### src/cldc_cfg.svh
`ifndef CLDC_CFG_SVH
`define CLDC_CFG_SVH
`define CLDC_NUM_CHANNELS 20
`define CLDC_NUM_DIAG 8
`define CLDC_SEL_WIDTH 5
`define CLDC_SEL_CYCLE 5'h1f
`define CLDC_SEL_LAST_CHAN 5'h13
`define CLDC_SAMPLE_WIDTH 12
`define CLDC_RES_LOG2_MIN 5'h04
`define CLDC_RES_LOG2_MAX 5'h10
`define CLDC_RES_LOG2_RESET 5'h04
`define CLDC_DIAG_SEL_RESET 5'h00
`define CLDC_ABS_LOW_RESET 12'h400
`define CLDC_ABS_HIGH_RESET 12'h800
`endif

### src/cldc_pkg.sv
package cldc_pkg;
  typedef enum logic [1:0] {
    CLDC_REF_ABSOLUTE = 2'h0,
    CLDC_REF_BATTERY_A = 2'h1,
    CLDC_REF_BATTERY_B = 2'h2
  } cldc_ref_t;
  typedef enum logic [1:0] {
    CLDC_MODE_FOLLOWER = 2'h0,
    CLDC_MODE_LOCAL = 2'h1,
    CLDC_MODE_SYSTEM = 2'h2
  } cldc_mode_t;
endpackage : cldc_pkg

### src/cldc_channel_level_diag.sv
`timescale 1ns/10ps
`default_nettype none
`include "cldc_cfg.svh"
module cldc_channel_level_diag
  import cldc_pkg::*;
#(
  parameter int NUM_CHANNELS = `CLDC_NUM_CHANNELS,
  parameter int NUM_DIAG = `CLDC_NUM_DIAG,
  parameter int SAMPLE_WIDTH = `CLDC_SAMPLE_WIDTH
) (
  input wire logic clk_sys,
  input wire logic reset_n,
  input wire logic clk_en,
  input wire logic speed_generator_present,
  input wire logic [1:0] generator_mode_request,
  input wire logic [4:0] resolution_log2_request,
  input wire logic backplane_angle_tick,
  input wire logic local_angle_tick,
  input wire logic [NUM_CHANNELS-1:0] channel_measure_enable,
  input wire logic [NUM_CHANNELS*2-1:0] threshold_reference,
  input wire logic [NUM_CHANNELS*SAMPLE_WIDTH-1:0] abs_low_threshold,
  input wire logic [NUM_CHANNELS*SAMPLE_WIDTH-1:0] abs_high_threshold,
  input wire logic [NUM_CHANNELS*SAMPLE_WIDTH-1:0] rise_fall_low_threshold,
  input wire logic [NUM_CHANNELS*SAMPLE_WIDTH-1:0] rise_fall_high_threshold,
  input wire logic [NUM_CHANNELS*SAMPLE_WIDTH-1:0] channel_sample,
  input wire logic [SAMPLE_WIDTH-1:0] battery_a_reference,
  input wire logic [SAMPLE_WIDTH-1:0] battery_b_reference,
  input wire logic [NUM_DIAG*5-1:0] diag_select,
  output logic [31:0] channel_level_word,
  output logic [NUM_CHANNELS-1:0] channel_measure_active,
  output logic [NUM_CHANNELS-1:0] rise_fall_above_high,
  output logic [NUM_CHANNELS-1:0] rise_fall_below_low,
  output logic [NUM_DIAG-1:0] diag_out,
  output logic crank_angle_clock,
  output logic cycle_indicator,
  output logic [1:0] generator_mode,
  output logic [4:0] resolution_log2,
  output logic [15:0] angle_tick_count
);
  initial begin
    if (NUM_CHANNELS < 1 || NUM_CHANNELS > 20 || NUM_DIAG < 1 || SAMPLE_WIDTH < 2)
      $error("cldc: unsupported parameter values");
  end

  function automatic logic [SAMPLE_WIDTH-1:0] ch_field(
    input logic [NUM_CHANNELS*SAMPLE_WIDTH-1:0] bus, input int idx);
    ch_field = bus[idx*SAMPLE_WIDTH +: SAMPLE_WIDTH];
  endfunction : ch_field

  function automatic logic [SAMPLE_WIDTH-1:0] third(input logic [SAMPLE_WIDTH-1:0] v);
    third = SAMPLE_WIDTH'(v / 3);
  endfunction : third

  logic [NUM_CHANNELS-1:0] level_reg, level_next;
  logic [NUM_CHANNELS*SAMPLE_WIDTH-1:0] low_reg, low_next, high_reg, high_next;
  logic [NUM_CHANNELS-1:0] enable_reg, enable_next, rf_hi_reg, rf_hi_next, rf_lo_reg, rf_lo_next;
  logic [NUM_DIAG-1:0] diag_reg, diag_next;
  logic [1:0] mode_reg, mode_next;
  logic [4:0] res_reg, res_next;
  logic [15:0] tick_reg, tick_next;
  logic [15:0] tick_last;
  logic tick_in, cyc_reg, cyc_next, cac_reg, cac_next;

  always_comb begin
    level_next = level_reg;
    low_next = low_reg;
    high_next = high_reg;
    rf_hi_next = rf_hi_reg;
    rf_lo_next = rf_lo_reg;
    enable_next = channel_measure_enable;
    for (int i = 0; i < NUM_CHANNELS; i++) begin
      case (cldc_ref_t'(threshold_reference[i*2 +: 2]))
        CLDC_REF_BATTERY_A: begin
          low_next[i*SAMPLE_WIDTH +: SAMPLE_WIDTH] = third(battery_a_reference);
          high_next[i*SAMPLE_WIDTH +: SAMPLE_WIDTH] =
            SAMPLE_WIDTH'({1'b0, battery_a_reference} - {1'b0, third(battery_a_reference)});
        end
        CLDC_REF_BATTERY_B: begin
          low_next[i*SAMPLE_WIDTH +: SAMPLE_WIDTH] = third(battery_b_reference);
          high_next[i*SAMPLE_WIDTH +: SAMPLE_WIDTH] =
            SAMPLE_WIDTH'({1'b0, battery_b_reference} - {1'b0, third(battery_b_reference)});
        end
        CLDC_REF_ABSOLUTE: begin
          low_next[i*SAMPLE_WIDTH +: SAMPLE_WIDTH] = ch_field(abs_low_threshold, i);
          high_next[i*SAMPLE_WIDTH +: SAMPLE_WIDTH] = ch_field(abs_high_threshold, i);
        end
        default: begin
        end
      endcase
      if (ch_field(channel_sample, i) > ch_field(high_reg, i))
        level_next[i] = 1'b1;
      else if (ch_field(channel_sample, i) < ch_field(low_reg, i))
        level_next[i] = 1'b0;
      rf_hi_next[i] = ch_field(channel_sample, i) > ch_field(rise_fall_high_threshold, i);
      rf_lo_next[i] = ch_field(channel_sample, i) < ch_field(rise_fall_low_threshold, i);
    end
  end

  always_comb begin
    mode_next = speed_generator_present ? generator_mode_request : CLDC_MODE_FOLLOWER;
    if (mode_next == 2'h3)
      mode_next = mode_reg;
    res_next = res_reg;
    if (resolution_log2_request >= `CLDC_RES_LOG2_MIN &&
        resolution_log2_request <= `CLDC_RES_LOG2_MAX)
      res_next = resolution_log2_request;
    tick_in = (mode_reg == CLDC_MODE_FOLLOWER) ? backplane_angle_tick : local_angle_tick;
    tick_last = 16'((17'h1 << res_reg) - 17'h1);
    tick_next = tick_reg;
    cyc_next = 1'b0;
    cac_next = tick_in;
    if (tick_in) begin
      tick_next = (tick_reg >= tick_last) ? 16'h0000 : 16'(tick_reg + 16'h1);
      cyc_next = (tick_reg >= tick_last);
    end
    for (int d = 0; d < NUM_DIAG; d++) begin
      if (diag_select[d*5 +: 5] == `CLDC_SEL_CYCLE)
        diag_next[d] = cyc_next;
      else if (diag_select[d*5 +: 5] < 5'(NUM_CHANNELS))
        diag_next[d] = level_next[diag_select[d*5 +: 5]];
      else
        diag_next[d] = 1'b0;
    end
  end

  always_ff @(posedge clk_sys) begin
    if (!reset_n) begin
      level_reg <= '0;
      low_reg <= {NUM_CHANNELS{`CLDC_ABS_LOW_RESET}};
      high_reg <= {NUM_CHANNELS{`CLDC_ABS_HIGH_RESET}};
      enable_reg <= '0;
      rf_hi_reg <= '0;
      rf_lo_reg <= '0;
      diag_reg <= '0;
      mode_reg <= CLDC_MODE_FOLLOWER;
      res_reg <= `CLDC_RES_LOG2_RESET;
      tick_reg <= '0;
      cyc_reg <= 1'b0;
      cac_reg <= 1'b0;
    end else if (clk_en) begin
      level_reg <= level_next;
      low_reg <= low_next;
      high_reg <= high_next;
      enable_reg <= enable_next;
      rf_hi_reg <= rf_hi_next;
      rf_lo_reg <= rf_lo_next;
      diag_reg <= diag_next;
      mode_reg <= mode_next;
      res_reg <= res_next;
      tick_reg <= tick_next;
      cyc_reg <= cyc_next;
      cac_reg <= cac_next;
    end
  end

  assign channel_level_word = 32'(level_reg);
  assign channel_measure_active = enable_reg;
  assign rise_fall_above_high = rf_hi_reg;
  assign rise_fall_below_low = rf_lo_reg;
  assign diag_out = diag_reg;
  assign crank_angle_clock = cac_reg;
  assign cycle_indicator = cyc_reg;
  assign generator_mode = mode_reg;
  assign resolution_log2 = res_reg;
  assign angle_tick_count = tick_reg;

  a_level_zero_top: assert property (@(posedge clk_sys) disable iff (!reset_n)
    channel_level_word[31:20] == 12'h000) else $error("level word upper bits set");
  a_follower_only: assert property (@(posedge clk_sys) disable iff (!reset_n)
    (!speed_generator_present && clk_en) |=> generator_mode == CLDC_MODE_FOLLOWER)
    else $error("generator mode without speed generator");
  a_res_range: assert property (@(posedge clk_sys) disable iff (!reset_n)
    resolution_log2 >= `CLDC_RES_LOG2_MIN && resolution_log2 <= `CLDC_RES_LOG2_MAX)
    else $error("resolution out of range");
  a_cycle_single: assert property (@(posedge clk_sys) disable iff (!reset_n)
    cycle_indicator |-> angle_tick_count == 16'h0000 && crank_angle_clock)
    else $error("cycle indicator off cycle start");
  a_cycle_wrap: assert property (@(posedge clk_sys) disable iff (!reset_n)
    (clk_en && tick_in && tick_reg >= tick_last) |=> cycle_indicator)
    else $error("cycle indicator missed");
  a_enable_follow: assert property (@(posedge clk_sys) disable iff (!reset_n)
    clk_en |=> channel_measure_active == $past(channel_measure_enable))
    else $error("enable not applied");
  a_hyst_high: assert property (@(posedge clk_sys) disable iff (!reset_n)
    (clk_en && ch_field(channel_sample, 0) > ch_field(high_reg, 0)) |=> channel_level_word[0])
    else $error("level not high above upper");
  a_hyst_hold: assert property (@(posedge clk_sys) disable iff (!reset_n)
    (clk_en && ch_field(channel_sample, 0) <= ch_field(high_reg, 0) &&
     ch_field(channel_sample, 0) >= ch_field(low_reg, 0)) |=> $stable(channel_level_word[0]))
    else $error("level changed inside hysteresis");
  a_diag_route: assert property (@(posedge clk_sys) disable iff (!reset_n)
    (clk_en && diag_select[4:0] < 5'(NUM_CHANNELS)) |=> diag_out[0] == level_reg[$past(diag_select[4:0])])
    else $error("diagnostic routing wrong");
endmodule : cldc_channel_level_diag
`default_nettype wire

### config.mk
export PLATFORM = sky130hd
export DESIGN_NAME = cldc_channel_level_diag
export DESIGN_NICKNAME = d
export VERILOG_FILES = /design/src/cldc_pkg.sv /design/src/cldc_channel_level_diag.sv
export VERILOG_INCLUDE_DIRS = /design/src
export SDC_FILE = /design/constraint.sdc
export NUM_CORES = 2
export LEC_CHECK = 0
export BUFFER_PORTS_ARGS = -buffer_cell sky130_fd_sc_hd__buf_4
export CAP_MARGIN = 20
export CELL_PAD_IN_SITES_DETAIL_PLACEMENT = 1
export CELL_PAD_IN_SITES_GLOBAL_PLACEMENT = 1
export CORE_AREA = 8 8 562 564
export DETAILED_ROUTE_END_ITERATION = 10
export DIE_AREA = 0 0 570 572
export GPL_TIMING_DRIVEN = 1
export PLACE_DENSITY_LB_ADDON = 0.1
export SLEW_MARGIN = 20
export SYNTH_ARGS = -nofsm -noshare
export SYNTH_HDL_FRONTEND = slang
export SYNTH_SLANG_ARGS = --single-unit
export TNS_END_PERCENT = 20
### constraint.sdc
create_clock -name clk_sys -period 13.9 [get_ports clk_sys]
set_clock_uncertainty 0.05 [all_clocks]
set_input_delay 1.39 -clock clk_sys [delete_from_list [all_inputs] [get_ports clk_sys]]
set_output_delay 1.39 -clock clk_sys [all_outputs]
set_load 0.02 [all_outputs]
==> run summary <==
Hold Fails Final Rpt = 0
largest cells by area after synthesis = ha_1, dfxtp_1, a211oi_1, inv_1, a21o_1
cell count of the worst reg-to-reg path = 17
Rel. slew slack = 24.49%
FF+latch count, synth = 593
Yosys cell types = 89
# setup viols final = 0
Post-Synthesis Cell Area = 0.05741 mm^2
sequential cell area fraction in the yosys report = 20.68%
CP endpoint kind = register
slowest CP cell = and2_0
first-pass iteration count of the detailed router = 6
core area = 0.3071 mm^2
post-detailed-route DRC marker count = 0
vias in the first global route = 67309
synth warn = 0
setup TNS = 0 ps
wire length of the first global-routing pass = 587400 um
initial antenna violation count = 176
Worst R2R Setup Slack = 8950 ps
CTS Buf Count = 100
P&R area growth vs syn = 32.78%
Max Fclk = 84.76 MHz
fraction of registers with async set/reset = 0%
Min-Delay Endpoint = high_reg[94]$_SDFFE_PN0P_
Buffers on Ports = 1449
IO Count = 1462
Die X = 570 um
number of placement rows = 204
Top FF cell, synth = dfxtp_1
TritonCTS clock tree = yes
FILL cells = 36625
fin util = 24.83%
DR vias = 63956
slowest stage delay, CP = 880 ps
largest net degree at the start of global routing = 140
Crit Reg-Reg Endpoint = angle_tick_count[10]$_SDFFE_PN0P_
status = completed
worst hold path class = register to register
total clock sinks = 593
Iter 0 DRT Violations = 3602
worst path required time = 14480 ps
Avg Inst Size Synth = 7.773 um^2
Setup CP Type = input port to register
Power Density = 108.0 mW/mm^2
Post-Syn Instances = 7386
most frequent cell after synthesis = inv_1
VDD IR-drop max = 0.08903 mV
Final Max Tran Viols = 0
CTS Hold Bufs = 0
Crit Path Max Fanout = 17
Chip Height = 572 um
actual slew at the worst max-slew pin = 1133 ps
number of synthesized flops with an enable pin = 0
DR WL/cell = 34.49 um
gpl congestion = 0.8423
Final #Nets = 10820
CTS max path bufs = 4
Synth top area share = 21.01%
DIE AREA = 0.3260 mm^2
global route overflow = 0
Tmin final = 11800 ps
Post-CTS Setup Repair Bufs = 0
PnR Total Power = 8233 uW
final antenna-violating net count = 0
post-route clock period utilization = 84.88%
layout cells sized above 1 = 22.01%
max-cap viol count = 0
Worst-path clk slew = 60 ps
WL final = 440500 um
CP startpoint kind = input port
hpwl dp = 338900 um
RR Startpoint = resolution_log2[2]$_SDFFE_PN1P_
unrepaired setup endpoints after global routing = false
worst-skew pair later-pin latency = 850 ps
via density per instance = 5.008
LEAKAGE = 0.03546 uW
clock root buffer = clkbuf_16
PostCTS Resize Cnt = 0
area leader, netlist = ha_1
Total GRT Usage = 25.76%
Starting Density = 18.70%
synth cell count leaders = inv_1, ha_1, a211oi_1, dfxtp_1, nor2_1
hold_sp = high_reg[94]$_SDFFE_PN0P_
Hold Path Depth = 2
H-Tree Depth = 3
Critical Path AT = 12380 ps
## stage by stage
step                      hold WS, ps  worst slack [ps]  area [um^2]  cells
after floorplan                 381.9              4156        57450   7397
after global placement          400.3              1380        72720  12535
after detailed placement        400.9              1317        72740  12535
after CTS                       408.4              2160        76080  12712
after global routing            424.5              1461        76130  12730
final                           409.5              2101        76230  12770
## critical path: cells and delay by family
kind / cells / cell delay (ps)
fa+ha+maj: 6 / 1860
compound gates: 19 / 5010
xor+xnor: 1 / 720
buf+inv: 4 / 790
simple gates: 7 / 1990
mux: 1 / 570
## per-layer routing
| metal | global-route usage [%] | part of all wire, % | up-vias |
|---|---|---|---|
| met5 | 0 | 0.14 | - |
| met4 | 8.830 | 3.9 | 102 |
| met3 | 5.322 | 5.8 | 574 |
| met2 | 46.29 | 49 | 2017 |
| met1 | 30.32 | 41 | 31883 |
| li1 | - | - | 29380 |
## layout by cell type (no fill, tap or decap), types with 22 or more instances in the layout
master and n:
nor3_1 137, a211oi_1 602, a21oi_1 458, nor2b_1 166, nand4_1 137, o311ai_0 33, mux2i_1 49, a21o_1 457
dfxtp_1 593, a2111oi_0 24, a311oi_1 33, o211ai_1 32, diode_2 58, inv_1 975, a2111o_1 22, nor4_1 22
ha_1 962, clkbuf_16 102, nand2_1 288, a211o_1 46, nand2b_1 131, o221ai_1 26, nand3_1 55, clkbuf_8 25
a221oi_1 164, a22oi_1 32, buf_4 1533, o2111ai_1 30, o21ai_0 269, nor2_1 535, a32oi_1 30, o22ai_1 150
mux2_2 68
## cell type report
type	instances	area, um^2	area share (%)
Sequential cell	593	11870	15.57
Clock buffer	147	2972	3.898
Clock inverter	30	361.6	0.4743
Tap cell	4120	5155	6.762
Multi-Input combinational cell	5302	40430	53.03
Timing Repair Buffer	1538	11590	15.21
Inverter	982	3702	4.857
Antenna cell	58	145.1	0.1904
## cell families after synthesis
family          after synthesis  share of synthesized area (%)
compound gates             2577                          31.56
simple gates               1576                          13.31
buf+inv                    1502                          9.973
fa+ha+maj                   966                          21.08
flops                       593                          20.68
mux                         134                          2.833
xor+xnor                     37                         0.5644
other cells                   1                       0.006532
## how the worst max path moves through the flow
stage	from	end	depth (start not counted)
6_report	battery_a_reference[11]	high_reg[34]$_SDFFE_PN0P_	38
5_1_grt	battery_a_reference[11]	high_reg[166]$_SDFFE_PN0P_	38
4_1_cts	battery_a_reference[11]	high_reg[34]$_SDFFE_PN0P_	38
3_5_place_dp	battery_a_reference[11]	high_reg[58]$_SDFFE_PN0P_	38
3_3_place_gp	battery_a_reference[11]	high_reg[46]$_SDFFE_PN0P_	38
2_1_floorplan	battery_a_reference[10]	high_reg[118]$_SDFFE_PN0P_	44
## power by group
part | total, uW | internal, uW | switching [uW]
Sequential | 1930 | 1860 | 74.5
Combinational | 3590 | 1160 | 2440
Clock | 2710 | 1600 | 1110
Total | 8230 | 4620 | 3620
Power figures use the tool's default switching activity.
